===== config.mk =====
export PLATFORM = sky130hd
export DESIGN_NAME = conditional_jump_unit
export DESIGN_NICKNAME = d
export VERILOG_FILES = /design/src/jump_unit_pkg.sv /design/src/conditional_jump_unit.sv /design/src/word_compare.sv
export VERILOG_INCLUDE_DIRS = /design/src /design/src/src
export SDC_FILE = /design/constraint.sdc
export NUM_CORES = 1
export LEC_CHECK = 0
export ABC_CLOCK_PERIOD_IN_PS = 3700
export BUFFER_PORTS_ARGS = -buffer_cell sky130_fd_sc_hd__buf_4
export CAP_MARGIN = 20
export CELL_PAD_IN_SITES_DETAIL_PLACEMENT = 1
export CELL_PAD_IN_SITES_GLOBAL_PLACEMENT = 1
export CORE_ASPECT_RATIO = 1.1
export CORE_MARGIN = 3
export CORE_UTILIZATION = 35
export CTS_CLUSTER_SIZE = 28
export DETAILED_ROUTE_END_ITERATION = 8
export GPL_TIMING_DRIVEN = 0
export PLACE_DENSITY = 0.85
export RECOVER_POWER = 25
export SLEW_MARGIN = 20
export SYNTH_ARGS = -nofsm -noshare
export SYNTH_HDL_FRONTEND = slang
export SYNTH_HIERARCHICAL = 1
export SYNTH_SLANG_ARGS = --single-unit

===== constraint.sdc =====
create_clock -name ref_clk -period 3.7 [get_ports ref_clk]
set_input_delay 0.74 -clock ref_clk [delete_from_list [all_inputs] [get_ports ref_clk]]
set_output_delay 0.74 -clock ref_clk [all_outputs]
set_load 0.02 [all_outputs]

===== src/jump_unit_params.svh =====
// constants for the conditional jump unit
// assumes a 48-bit word machine with 15-bit instruction addresses
`ifndef JUMP_UNIT_PARAMS_SVH
`define JUMP_UNIT_PARAMS_SVH
`define WORD_W 48
`define ADDR_W 15
`define CHAR_W 6
`define SIGN_BIT 47
`define ADDR_RESET 15'h0000
`endif


===== src/jump_unit_pkg.sv =====
// types for the conditional jump unit
// assumes the params header is on the include path
package jump_unit_pkg;
	typedef enum logic [3:0] {
		op_none = 4'h0,
		jump_always = 4'h1,
		jump_d_positive = 4'h2,
		jump_acc_positive = 4'h3,
		jump_acc_negative = 4'h4,
		jump_acc_zero = 4'h5,
		jump_acc_equal_d = 4'h6,
		jump_acc_equal_q = 4'h7,
		jump_acc_ge_d_alpha = 4'h8,
		jump_acc_ge_q_numeric = 4'h9
	} jump_op_e;
	typedef enum logic [1:0] {
		st_idle = 2'b00,
		st_copy = 2'b01,
		st_decide = 2'b10
	} jump_state_e;
endpackage : jump_unit_pkg


===== src/conditional_jump_unit.sv =====
// conditional jump decision and sequencing
// assumes op_valid is a one-cycle pulse and registers hold during a jump
`timescale 1ns/100ps
`default_nettype none
`include "jump_unit_params.svh"
module conditional_jump_unit
	import jump_unit_pkg::*;
#(
	parameter int WIDTH = `WORD_W,
	parameter int AW = `ADDR_W
) (
	input wire logic ref_clk,
	input wire logic resetn,
	input wire logic clk_en,
	input wire logic op_valid,
	input wire jump_op_e op_code,
	input wire logic [AW-1:0] op_addr,
	input wire logic [AW-1:0] next_seq_addr,
	input wire logic [WIDTH-1:0] acc_in,
	input wire logic [WIDTH-1:0] d_in,
	input wire logic [WIDTH-1:0] q_in,
	input wire logic acc_load,
	input wire logic [WIDTH-1:0] acc_load_word,
	output logic [WIDTH-1:0] d_reg,
	output logic d_write,
	output logic [AW-1:0] pc_out,
	output logic pc_load,
	output logic jump_taken,
	output logic [AW-1:0] jump_return_address_register,
	output logic busy
);
	jump_state_e state, next_state;
	jump_op_e op_hold, next_op_hold;
	logic [AW-1:0] addr_hold, next_addr_hold, seq_hold, next_seq_hold;
	logic [WIDTH-1:0] next_d_reg;
	logic next_d_write, next_pc_load, next_jump_taken, next_busy;
	logic [AW-1:0] next_pc_out, next_jra;
	logic cmp_eq, cmp_ge_alpha, cmp_ge_signed, cond;

	word_compare #(.WIDTH(WIDTH)) u_cmp (
		.acc(acc_in),
		.dval(d_reg),
		.equal(cmp_eq),
		.ge_alpha(cmp_ge_alpha),
		.ge_signed(cmp_ge_signed)
	);

	always_comb begin
		unique case (op_hold)
			jump_always: cond = 1'b1;
			// d positive, sign clear and nonzero
			jump_d_positive: cond = !d_reg[WIDTH-1] && (d_reg != '0);
			jump_acc_positive: cond = !acc_in[WIDTH-1] && (acc_in != '0);
			jump_acc_negative: cond = acc_in[WIDTH-1];
			// integer zero only, float zero not recognised
			jump_acc_zero: cond = (acc_in == '0);
			// equality against d or copied q
			jump_acc_equal_d, jump_acc_equal_q: cond = cmp_eq;
			jump_acc_ge_d_alpha: cond = cmp_ge_alpha;
			// both orders agree when signs are zero
			jump_acc_ge_q_numeric: cond = cmp_ge_signed;
			default: cond = 1'b0;
		endcase
	end

	always_comb begin
		next_state = state;
		next_op_hold = op_hold;
		next_addr_hold = addr_hold;
		next_seq_hold = seq_hold;
		next_d_reg = d_reg;
		next_d_write = 1'b0;
		next_pc_load = 1'b0;
		next_pc_out = pc_out;
		next_jump_taken = jump_taken;
		next_jra = jump_return_address_register;
		next_busy = busy;
		unique case (state)
			st_idle: begin
				if (acc_load) begin
					next_d_reg = acc_load_word;
					next_d_write = 1'b1;
				end
				if (op_valid && op_code != op_none) begin
					next_op_hold = op_code;
					next_addr_hold = op_addr;
					next_seq_hold = next_seq_addr;
					next_busy = 1'b1;
					// q goes to d before compare
					if (op_code == jump_acc_equal_q || op_code == jump_acc_ge_q_numeric) begin
						next_state = st_copy;
					end else begin
						next_state = st_decide;
					end
				end
			end
			st_copy: begin
				next_d_reg = q_in;
				next_d_write = 1'b1;
				next_state = st_decide;
			end
			st_decide: begin
				next_pc_load = 1'b1;
				next_jump_taken = cond;
				next_pc_out = cond ? addr_hold : seq_hold;
				next_jra = seq_hold;
				next_busy = 1'b0;
				next_state = st_idle;
			end
			default: next_state = st_idle;
		endcase
	end

	always_ff @(posedge ref_clk or negedge resetn) begin
		if (!resetn) begin
			state <= st_idle;
			op_hold <= op_none;
			addr_hold <= `ADDR_RESET;
			seq_hold <= `ADDR_RESET;
			d_reg <= '0;
			d_write <= 1'b0;
			pc_load <= 1'b0;
			pc_out <= `ADDR_RESET;
			jump_taken <= 1'b0;
			jump_return_address_register <= `ADDR_RESET;
			busy <= 1'b0;
		end else if (clk_en) begin
			state <= next_state;
			op_hold <= next_op_hold;
			addr_hold <= next_addr_hold;
			seq_hold <= next_seq_hold;
			d_reg <= next_d_reg;
			d_write <= next_d_write;
			pc_load <= next_pc_load;
			pc_out <= next_pc_out;
			jump_taken <= next_jump_taken;
			jump_return_address_register <= next_jra;
			busy <= next_busy;
		end
	end

	chk_return_addr_saved: assert property (@(posedge ref_clk) disable iff (!resetn)
		clk_en && state == st_decide |=> jump_return_address_register == $past(seq_hold))
		else $error("return address not saved");
	chk_taken_target: assert property (@(posedge ref_clk) disable iff (!resetn)
		pc_load && jump_taken |-> pc_out == $past(addr_hold))
		else $error("taken jump wrong target");
	chk_fall_through: assert property (@(posedge ref_clk) disable iff (!resetn)
		pc_load && !jump_taken |-> pc_out == $past(seq_hold))
		else $error("fall through wrong target");
	chk_always_taken: assert property (@(posedge ref_clk) disable iff (!resetn)
		clk_en && state == st_decide && op_hold == jump_always |=> jump_taken)
		else $error("unconditional jump not taken");
	chk_q_copy: assert property (@(posedge ref_clk) disable iff (!resetn)
		clk_en && state == st_copy |=> d_reg == $past(q_in) && d_write)
		else $error("q not copied to d");
	chk_acc_through_d: assert property (@(posedge ref_clk) disable iff (!resetn)
		clk_en && state == st_idle && acc_load |=> d_reg == $past(acc_load_word))
		else $error("accumulator load missed d");
	chk_acc_zero: assert property (@(posedge ref_clk) disable iff (!resetn)
		clk_en && state == st_decide && op_hold == jump_acc_zero
		|=> jump_taken == ($past(acc_in) == '0))
		else $error("zero test wrong");
	chk_acc_negative: assert property (@(posedge ref_clk) disable iff (!resetn)
		clk_en && state == st_decide && op_hold == jump_acc_negative
		|=> jump_taken == $past(acc_in[WIDTH-1]))
		else $error("negative test wrong");
	// numeric order matches character order with clear signs
	chk_ge_agree: assert property (@(posedge ref_clk) disable iff (!resetn)
		clk_en && state == st_decide && op_hold == jump_acc_ge_q_numeric
		&& !acc_in[WIDTH-1] && !d_reg[WIDTH-1] |=> jump_taken == ($past(acc_in) >= $past(d_reg)))
		else $error("ge orders disagree");
	chk_equal_full: assert property (@(posedge ref_clk) disable iff (!resetn)
		clk_en && state == st_decide && (op_hold == jump_acc_equal_d || op_hold == jump_acc_equal_q)
		|=> jump_taken == ($past(acc_in) == $past(d_reg)))
		else $error("equality decision wrong");
	chk_d_positive: assert property (@(posedge ref_clk) disable iff (!resetn)
		clk_en && state == st_decide && op_hold == jump_d_positive
		|=> jump_taken == (!$past(d_reg[WIDTH-1]) && $past(d_reg) != '0))
		else $error("d positive test wrong");
	// q ops always pass through the copy step
	chk_q_sequence: assert property (@(posedge ref_clk) disable iff (!resetn)
		clk_en && state == st_idle && op_valid && (op_code == jump_acc_equal_q || op_code == jump_acc_ge_q_numeric)
		|=> state == st_copy)
		else $error("q op skipped copy");
	// program counter load is a single pulse
	chk_pc_pulse: assert property (@(posedge ref_clk) disable iff (!resetn)
		clk_en && pc_load |=> !pc_load)
		else $error("pc load longer than one cycle");
	chk_freeze_hold: assert property (@(posedge ref_clk) disable iff (!resetn)
		!clk_en |=> $stable(state) && $stable(pc_out)
		&& $stable(jump_return_address_register) && $stable(busy))
		else $error("state moved while frozen");
	// op to decision within eight cycles, a short freeze included
	chk_decision_bound: assert property (@(posedge ref_clk) disable iff (!resetn)
		clk_en && state == st_idle && op_valid && op_code != op_none
		|-> ##[1:8] pc_load)
		else $error("no decision in time");

	cov_taken: cover property (@(posedge ref_clk) disable iff (!resetn) pc_load && jump_taken);
	cov_not_taken: cover property (@(posedge ref_clk) disable iff (!resetn) pc_load && !jump_taken);
	cov_q_path: cover property (@(posedge ref_clk) disable iff (!resetn)
		state == st_copy ##1 state == st_decide);
	cov_frozen_op: cover property (@(posedge ref_clk) disable iff (!resetn)
		!clk_en && busy);
	cov_alpha_taken: cover property (@(posedge ref_clk) disable iff (!resetn)
		pc_load && jump_taken && op_hold == jump_acc_ge_d_alpha);
endmodule : conditional_jump_unit
`default_nettype wire


===== src/word_compare.sv =====
// combinational accumulator versus d comparator
// assumes both words are stable in the cycle they are read
`timescale 1ns/100ps
`default_nettype none
`include "jump_unit_params.svh"
module word_compare #(
	parameter int WIDTH = `WORD_W
) (
	input wire logic [WIDTH-1:0] acc,
	input wire logic [WIDTH-1:0] dval,
	output logic equal,
	output logic ge_alpha,
	output logic ge_signed
);
	always_comb begin
		equal = (acc == dval);
		// six-bit codes, zone bits above numeric, unsigned
		// zone is most significant so higher zone wins
		ge_alpha = (acc >= dval);
		ge_signed = ($signed(acc) >= $signed(dval));
	end
endmodule : word_compare
`default_nettype wire


== Word level (Yosys, flattened, before mapping) ==
Cells that the tools add are included.

* Magnitude comparators: 2
* Eq/ne operators: 16
* Multiplexer cells: 12
* Reduce and logical (&&, ||, !) cells: 19

{| class="wikitable"
|+ Operators by type and width
! cell !! count
|-
| >= comparator 48 bit || 2
|-
| case mux 48 bit (2 select lines) || 1
|-
| nonzero test 48 bit || 2
|-
| equality test 48 bit || 1
|-
| logical NOT 48 bit || 1
|-
| 2-to-1 mux 48 bit || 1
|-
| equality test 4 x 3 -> 1 bit (second input constant) || 5
|-
| 2-to-1 mux 15 bit || 1
|-
| equality test 4 bit (second input constant) || 3
|-
| AND reduction 3 bit || 3
|-
| equality test 4 x 2 -> 1 bit (second input constant) || 2
|-
| case mux 1 bit (8 select lines) || 1
|-
| equality test 4 x 1 -> 1 bit (second input constant) || 1
|-
| 2-to-1 mux 2 bit || 2
|-
| inequality test 2 bit (second input constant) || 2
|-
| case mux 1 bit (2 select lines) || 2
|-
| case mux 2 bit (2 select lines) || 1
|-
| AND reduction 2 bit || 2
|-
| nonzero test 2 bit || 2
|-
| nonzero test 4 bit || 1
|-
| logical AND 1 bit || 3
|-
| 2-to-1 mux 1 bit || 3
|-
| equality test 2 x 1 -> 1 bit (second input constant) || 1
|-
| equality test 2 bit (second input constant) || 1
|-
| 4 further kinds || 5
|}

* Register bits after elaboration: 118
* Output and inout port bits: 82
* Word-level logic and storage cells: 60

== Longest topological paths before layout ==
Gate-level depths: netlist of run 1.

* Depth after elaboration: 5
* Mapped depth: 14
* Mapped depth without buffers: 13

== By module ==
Netlist of run 1, hierarchy kept.

{| class="wikitable"
|+ Modules (own cells, without submodules)
! module !! instances !! cells each !! area each (um^2) !! sequential area each (um^2)
|-
| conditional_jump_unit || 1 || 533 || 5759.3 || 2952.8
|-
| word_compare || 1 || 177 || 1296.2 || 0.0
|}

== Least setup slack after synthesis of run 1 ==
Ideal clock, no wire load.

* Kind: input to register
* Start point: input port acc_in[43]
* End point: register pc_out[10]
* Setup time: 0.141 ns
* Arrival: 3.431 ns
* Path slack: 0.128 ns
* Cell stages on the path: 13
* Path through: ha_1 -> nand4_1 -> nor3_1 -> a221oi_1 -> o211ai_1 -> nor4_2 -> mux2_4 -> and3b_1 -> o32a_1 -> o22ai_2 -> buf_2 -> o41ai_2 -> a31oi_1

* Elaborated cells between the ends (all ways): 8

{| class="wikitable"
|+ RTL lines
! what !! RTL line !! RTL
|-
| from (decl) || conditional_jump_unit.sv:19 || <nowiki>input wire logic [WIDTH-1:0] acc_in,</nowiki>
|-
| >= comparator 48 bit || word_compare.sv:20 || <nowiki>ge_signed = ($signed(acc) >= $signed(dval));</nowiki>
|-
| via cmp_ge_signed || conditional_jump_unit.sv:38 || <nowiki>logic cmp_eq, cmp_ge_alpha, cmp_ge_signed, cond;</nowiki>
|-
| case mux 1 bit (8 select lines) || conditional_jump_unit.sv:49 || <nowiki>unique case (op_hold)</nowiki>
|-
| 2-to-1 mux 15 bit || conditional_jump_unit.sv:105 || <nowiki>next_pc_out = cond ? addr_hold : seq_hold;</nowiki>
|-
| to (signal assigned) || conditional_jump_unit.sv:123 || <nowiki>pc_out <= `ADDR_RESET;</nowiki>
|-
| to (signal assigned) || conditional_jump_unit.sv:135 || <nowiki>pc_out <= next_pc_out;</nowiki>
|-
| to (decl) || conditional_jump_unit.sv:26 || <nowiki>output logic [AW-1:0] pc_out,</nowiki>
|}

The timed path passes the listed nets, and every way through them passes these cells.
A chain may end at the register's enable or synchronous reset.

== Worst setup path in the final report of run 1 ==
* Start point: register d_reg[36]
* End point: register pc_out[3]

* Elaborated cells between the ends (all ways): 7

{| class="wikitable"
|+ RTL lines
! what !! RTL line !! RTL
|-
| from (decl) || conditional_jump_unit.sv:24 || <nowiki>output logic [WIDTH-1:0] d_reg,</nowiki>
|-
| from (signal assigned) || conditional_jump_unit.sv:132 || <nowiki>d_reg <= next_d_reg;</nowiki>
|-
| >= comparator 48 bit || word_compare.sv:20 ||
|-
| via cmp_ge_signed || conditional_jump_unit.sv:38 ||
|-
| case mux 1 bit (8 select lines) || conditional_jump_unit.sv:49 ||
|-
| 2-to-1 mux 15 bit || conditional_jump_unit.sv:105 ||
|}

The timed path passes the listed nets, and every way through them passes these cells.

==> key figures, run 1 <==
Setup path
  • Worst Setup End Kind: flip-flop
  • Crit path launch type: flip-flop
  • Critical path fanouts, max: 6
  • Arrival time at the worst endpoint: 4.04 ns
  • Worst endpoint required time: between 3 and 4 ns
  • Crit path kind: flip-flop to flip-flop

Floorplan
  • Die area: between 20000 and 25000 µm²
  • # rows: 53
  • Io pins: 313
  • CORE AREA: 19400 µm²
  • Die Ht: 155 µm
  • Die W: 141 µm
  • Initial core utilization: a little over a third

Timing
  • Final Setup Violations: 3
  • Fin worst setup slack: -0.0742 ns
  • Fin. max-slew vios: slightly above 40
  • Worst-margin pin slew: around 2.5 ns
  • Period Utilization, post-route: 102%
  • Clock skew: 0.0142 ns
  • Fmax: 265 MHz
  • Rel. slew slack: -65.6%
  • Unrepaired setup endpoints after global routing: true
  • Final min period: 3.77 ns
  • Final Hold Fails: 0

Power
  • Pwr/cell area: 592 nW/µm²
  • Maximum vdd ir drop: 355 µV
  • Pleak: 4.84 nW

Finish
  • N_diodes: 0
  • Area growth from synthesis to layout: 46.7%
  • Share of layout cells above drive strength 1: 41.8%
  • Max FFs per register: 48
  • Finished layout cell area: 10400 µm²
  • Nets@finish: ~1.3k
  • Fillers: 2203

Placed design
  • RePlAce Congestion: 0.852
  • Placed instance area: between 9000 and 10000 µm²
  • Detailed Place HPWL: 21.4 mm
  • Pre-CTS setup slack: -0.515 ns
  • IO buf count: 264

Drt
  • Detailed-route DRC error count: 0
  • Via density: 5.45
  • Met3 WL: 1.51 mm
  • Detailed Route WL: 27.9 mm
  • Detailed Route Iter0 Violations: 296
  • M1 WL: 10.7 mm
  • Top Metal Used: met4
  • ANT nets after route: 0
  • DR WL met2: 14.8 mm
  • Drt first pass iters: 5
  • Via count: 6984
  • Routed wire length per instance: 21.8 µm

GRT
  • Vias in the first global route: 7543
  • Total GRT Usage: 24.6%
  • Grt total ovfl: 0
  • Initial antenna violation count: 0
  • Largest net degree at the start of global routing: 79
  • First-pass GRT wire length: between 40 and 50 mm

Synthesis
  • Synth top area share: 41.9%
  • Synth area leaders: dfrtp_1 (42%), ha_1 (8.5%), mux2i_1 (6.8%), mux2_2 (5.4%), o21ai_0 (5.0%)
  • Synth async-reset ratio: 100%
  • Mapped Cells: between 700 and 800
  • Synthesized area per cell: 9.94 µm²
  • Most used DFF post-synth: dfrtp_1
  • Post-Syn Area: 7060 µm²
  • Syn. warnings: 6
  • Most common cell in the synthesized netlist: dfrtp_1
  • Synth area leader: dfrtp_1
  • Commonest cells post-synth: dfrtp_1 (118), nand2_1 (82), o21ai_0 (71), inv_1 (67)
  • Library cells used by synthesis: 54
  • #FFs+latches synth: 118
  • Post-synthesis sequential area ratio: around two fifths
  • Syn nets: just under 1k
  • Post-synth EDFFs: 0

Clock tree
  • CTS Hold Bufs: 0
  • Worst-path clk slew: 0.06 ns
  • CTS max path bufs: 2
  • Clk_lat worst skew: 0.43 ns
  • H-tree depth: 4
  • Clock sink count: 118
  • TritonCTS clock tree: done
  • Total CTS buffers: 17
  • CTS root buf: clkbuf_16

Status
  • Status: complete, but fails checks
  • Failing checks: capacitance limit, slew limit, setup timing

Flow run
  • Max_cap viols: 1

Min path
  • HP Class: flip-flop to flip-flop
==> logic make-up (layout without fill, tap and decap cells) <==
| group | Yosys count | count (layout) | synth area share (%) |
|---|---|---|---|
| compound gates | 163 | 163 | 15.9 |
| buf+inv | 107 | 431 | 6.26 |
| fa+ha+maj | 48 | 48 | 8.51 |
| flops | 118 | 118 | 41.9 |
| mux | 83 | 83 | 12.4 |
| simple gates | 191 | 191 | 15.0 |
==> report_power, final <==
| part | switching (W) | leakage [nW] | internal, W | total, W |
|---|---|---|---|---|
| clock network | 0.000655 | 0.265 | 0.000943 | 0.00160 |
| registers | 0.000358 | 1.42 | 0.00168 | 0.00204 |
| logic | 0.00134 | 3.16 | 0.00115 | 0.00249 |
==> worst max-delay path, stage by stage, from the launching register on <==
cell and delay [ns]:
dfrtp_1 0.41, inv_1 0.08, ha_1 0.31, nand4_1 0.17
buf_4 0.19, nor4_4 0.34, nand2_1 0.09, o211ai_1 0.32
nor4_4 0.10, mux2_4 0.30, and3b_1 0.21, o32a_1 0.22
o22ai_4 0.15, buf_4 0.18, o41ai_1 0.39, a31oi_1 0.15
==> path summary, 6_finish.rpt <==
check / start / end / slack [ns] / depth (start not counted)
worst max register to register: d_reg[36] / pc_out[3] / -0.07 / 15
worst min register to register: jump_return_address_register[2] / jump_return_address_register[2] / 0.50 / 2
worst min-delay path: jump_return_address_register[2] / jump_return_address_register[2] / 0.50 / 2
min in group asynchronous: resetn / d_reg[25] / 1.07 / 1
worst max-delay path: d_reg[36] / pc_out[3] / -0.07 / 15
max in group asynchronous: resetn / d_reg[35] / 1.02 / 1
==> layout by cell type, fill, tap and decap left out, types with 6 or more instances in the layout <==
| cell | n |
|---|---|
| o41ai_1 | 6 |
| inv_1 | 63 |
| a21oi_1 | 19 |
| ha_1 | 43 |
| buf_2 | 13 |
| dfrtp_1 | 113 |
| clkbuf_16 | 18 |
| nand4_1 | 30 |
| nor4_1 | 16 |
| nor4_2 | 9 |
| buf_4 | 291 |
| o21ai_0 | 71 |
| nand2_1 | 82 |
| a31oi_1 | 15 |
| mux2_2 | 34 |
| mux2i_1 | 48 |
| a21o_1 | 6 |
| nor2_1 | 22 |
| a41oi_1 | 15 |
| clkbuf_1 | 22 |
==> repair_timing <==
item | in CTS | in global routing
cloned | 0 | 1
gates resized for setup | 6 | 29
buffers inserted | 4 | 22
setup endpoints to repair | 11 | 12
pin swaps | 4 | 17
==> cell type report <==
cell class / instances / area [µm²] / area share [%]
Inverter: 67 / 251 / 2.43
Clock inverter: 14 / 126 / 1.22
Multi-Input combinational cell: 485 / 3830 / 37.0
Sequential cell: 118 / 2960 / 28.6
Clock buffer: 18 / 439 / 4.24
Buffer: 40 / 209 / 2.02
Timing Repair Buffer: 292 / 2230 / 21.5
Tap cell: 247 / 309 / 2.99
==> per-layer routing <==
metal	track usage (%)	up-vias
met3	6.30	57
met4	9.14	0
li1	-	3221
met1	27.5	3479
met2	44.7	227
met5	0	-
==> stage by stage <==
stage                     util [%]  hold slack, ns  power (W)  TNS [ns]  instances
after CTS                     51.4           0.227    0.00595         0       1258
after global placement        48.1           0.469    0.00417     -5.32       1221
final                         53.3           0.498    0.00613    -0.146       1281
after global routing          53.3           0.526    0.00647     -1.59       1281
after floorplan                  -           0.444    0.00320         0        710
after detailed placement      48.3           0.483    0.00429     -6.30       1222
Power figures use the tool's default switching activity.
==> run 2, diff against run 1 <==
==> constraint.sdc (replaced) <==
create_clock -name ref_clk -period 3.7 [get_ports ref_clk]
set_input_delay 0 -clock ref_clk [delete_from_list [all_inputs] [get_ports ref_clk]]
set_output_delay 0 -clock ref_clk [all_outputs]
set_load 0.02 [all_outputs]
==> run 2 against run 1 <==
Against the previous run:
- sequential power increased by 2%
- core utilization increased by 7.4 points
- fmax decreased by 2.9%
- cell count up 10%
- the flow still finishes with violations (capacitance limit, slew limit, setup timing)
- highest routed layer unchanged
- global-route usage grew 7.7 points
- clock skew rose by 0.0062 ns
- sequential cell count unchanged
==> key figures, run 2 (synthesis gave the netlist of run 1 again) <==
Setup path
  • Crit path launch type: flip-flop (unchanged)
  • Largest delay share family, worst path: compound AO/OA/AOI/OAI gates (unchanged)
  • Buf+Inv Stages, Crit Path: 2 (was 3)
  • Critical path cell sequence: inv_1 > ha_1 > nand4_1 > nor4_4 > nand2_1 > o211ai_1 > nor4_4 > mux2_4 > and3b_1 > o32a_1 > o22ai_4 > buf_6 > o41ai_2 > a31oi_1 (was inv_1 > ha_1 > nand4_1 > buf_4 > nor4_4 > nand2_1 > o211ai_1 > nor4_4 > mux2_4 > and3b_1 > o32a_1 > o22ai_4 > buf_4 > o41ai_1 > a31oi_1)
  • Critical path depth: 14 (was 15)
  • Max incr delay on CP: 0.45 ns (was 0.41 ns)
  • Arrival time at the worst endpoint: 4.15 ns (was 4.04 ns)
  • CP max stage cell: dfrtp_2 (was dfrtp_1)
  • Setup crit start: d_reg[34] (was d_reg[36])
  • Critical path fanouts, max: 6 (unchanged)
  • Crit path kind: flip-flop to flip-flop (unchanged)
  • Worst Setup End Kind: flip-flop (unchanged)
  • Worst path most repeated cell: nor4_4
  • Worst-case reg-to-reg path depth: 14 (was 15)
  • Worst endpoint required time: 3.97 ns (about the same)
  • Reg-to-reg startpoint: d_reg[34] (was d_reg[36])

Floorplan
  • Die area: 21900 µm² (unchanged)
  • Io pins: 313 (unchanged)
  • Die W: 141 µm (unchanged)
  • CORE AREA: 19400 µm² (unchanged)
  • # rows: 53 (unchanged)
  • Die Ht: 155 µm (unchanged)
  • Initial core utilization: 36.3% (unchanged)

Timing
  • Setup tns final: -1.31 ns (was -0.146 ns)
  • Clock skew: 0.0204 ns (was 0.0142 ns)
  • Fin worst setup slack: -0.188 ns (was -0.0742 ns)
  • Period Utilization, post-route: 105% (was 102%)
  • Final min period: 3.89 ns (was 3.77 ns)
  • Hold slack: 0.0895 ns (was 0.498 ns)
  • Fmax: 257 MHz (was 265 MHz)
  • Final Hold Fails: 0 (unchanged)
  • Final Setup Violations: 15 (was 3)
  • Worst-margin pin slew: 2.52 ns (was 2.48 ns)
  • Fin. max-slew vios: 42 (was 41)
  • Rel. slew slack: -68.2% (was -65.6%)
  • Unrepaired setup endpoints after global routing: true (unchanged)

Finish
  • Area growth from synthesis to layout: 67.0% (was 46.7%)
  • Final core utilization: 60.6% (was 53.3%)
  • Nets@finish: 1431 (was 1300)
  • Max FFs per register: 48 (unchanged)
  • Share of layout cells above drive strength 1: 38.5% (was 41.8%)
  • Most frequent cells in the layout: buf_4 (289), dlygate4sd3_1 (132), dfrtp_1 (105), nand2_1 (81), o21ai_0 (70) (was buf_4 (291), dfrtp_1 (113), nand2_1 (82), o21ai_0 (71), inv_1 (63))
  • Fin cells: 1414 (was 1281)
  • Commonest non-fill, non-tap cell in the layout: buf_4 (unchanged)

Drt
  • Detailed-route DRC error count: 0 (unchanged)
  • Drt first pass iters: 5 (unchanged)
  • Via count: 8323 (was 6984)
  • Via density: 5.89 (was 5.45)
  • Detailed Route Iter0 Violations: 602 (was 296)
  • Detailed Route WL: 38.2 mm (was 27.9 mm)
  • Routed wire length per instance: 27.0 µm (was 21.8 µm)
  • ANT nets after route: 0 (unchanged)

Clock tree
  • Clock sink count: 118 (unchanged)
  • Total CTS buffers: 17 (unchanged)
  • TritonCTS clock tree: done (unchanged)
  • CTS max path bufs: 2 (unchanged)
  • Clk_lat worst skew: 0.44 ns (was 0.43 ns)
  • CTS root buf: clkbuf_16 (unchanged)
  • Worst-path clk slew: 0.07 ns (was 0.06 ns)
  • H-tree depth: 4 (unchanged)

GRT
  • Met2 Use GR: 58.3% (was 44.7%)
  • GR Util met3: 8.70% (was 6.30%)
  • Initial antenna violation count: 3 (was 0)
  • Grt total ovfl: 0 (unchanged)
  • First-pass GRT wire length: 54.0 mm (was 41.8 mm)
  • Largest net degree at the start of global routing: 79 (unchanged)
  • Met1 Use GR: 33.1% (was 27.5%)
  • Vias in the first global route: 9218 (was 7543)
  • Layer with the highest usage: met2 (unchanged)
  • Total GRT Usage: 32.3% (was 24.6%)

Flow run
  • Max_cap viols: 1 (unchanged)

Placed design
  • Detailed Place HPWL: 21.4 mm (unchanged)
  • IO buf count: 264 (unchanged)
  • Dpl cells: 1222 (unchanged)
  • RePlAce Congestion: 0.852 (unchanged)

Power
  • Pwr/cell area: 561 nW/µm² (was 592 nW/µm²)
  • Pleak: 5.42 nW (was 4.84 nW)
  • Maximum vdd ir drop: 428 µV (was 355 µV)

Status
  • Status: complete, but fails checks (unchanged)
  • Failing checks: capacitance limit, slew limit, setup timing (unchanged)

Min path
  • HP Class: input port to flip-flop (was flip-flop to flip-flop)
  • Min-delay src: op_valid (was jump_return_address_register[2])
  • Cell depth of the worst hold path: 4 (was 2)
run 2: cell count changes in the layout (fill, tap and decap cells not counted), sizes merged:
cell         previous run  this run
dlygate4sd3             0       132
buf                   308       306
clkbuf                 42        43
diode                   0         2
run 2: cell type report:
| class | count | area, µm² |
|---|---|---|
| fillers | 2083 | 7650 |
| multi-input cells | 485 | 3950 |
| repair buffers | 423 | 3520 |
| flip-flops and latches | 118 | 2970 |
| clock buffers | 18 | 439 |
| well taps | 247 | 309 |
| inverters | 67 | 251 |
| plain buffers | 40 | 209 |
| clock inverters | 14 | 126 |
| diodes | 2 | 5.00 |
run 2: power by group:
| group | internal, W | switching, W | total (W) |
|---|---|---|---|
| Clock | 0.000945 | 0.000707 | 0.00165 |
| Sequential | 0.00168 | 0.000400 | 0.00208 |
| Combinational | 0.00129 | 0.00158 | 0.00288 |
run 2: what timing repair did:
action,in CTS,in global routing
resized for setup,6,56
pin swaps,4,29
setup buffers,4,22
hold endpoints to repair,204,0
hold buffers,132,0
endpoints found under the setup margin,11,16
cloned,0,1
run 2: routing by layer:
layer / part of all wire [%] / vias to the layer above
met5: 0 / -
met4: 7.6 / 0
met3: 7.1 / 220
met2: 52 / 494
met1: 34 / 4119
li1: - / 3490
run 2: worst reg2reg max path, cell delays in order (launching register included):
cell and delay (ns):
dfrtp_2 0.45, inv_1 0.06, ha_1 0.32, nand4_1 0.25, nor4_4 0.44, nand2_1 0.14, o211ai_1 0.36, nor4_4 0.11
mux2_4 0.31, and3b_1 0.22, o32a_1 0.22, o22ai_4 0.15, buf_6 0.17, o41ai_2 0.38, a31oi_1 0.15
run 2: worst paths after layout:
kind	slack, ns	to
setup / recovery	-0.19	pc_out[3]
hold / removal	0.09	busy
setup reg to reg	-0.19	pc_out[3]
hold reg to reg	0.51	jump_return_address_register[5]
max in group asynchronous	0.40	addr_hold[14]
min in group asynchronous	0.89	d_reg[25]
run 2: metrics by stage:
stage                     power, W  setup slack [ns]  instance area, µm²
after detailed placement   0.00429            -0.120                9380
after floorplan            0.00320             0.322                7060
after global routing       0.00688            -0.280               11800
after CTS                  0.00607          0.000101               11300
final                      0.00661            -0.188               11800
after global placement     0.00417           -0.0350                9350
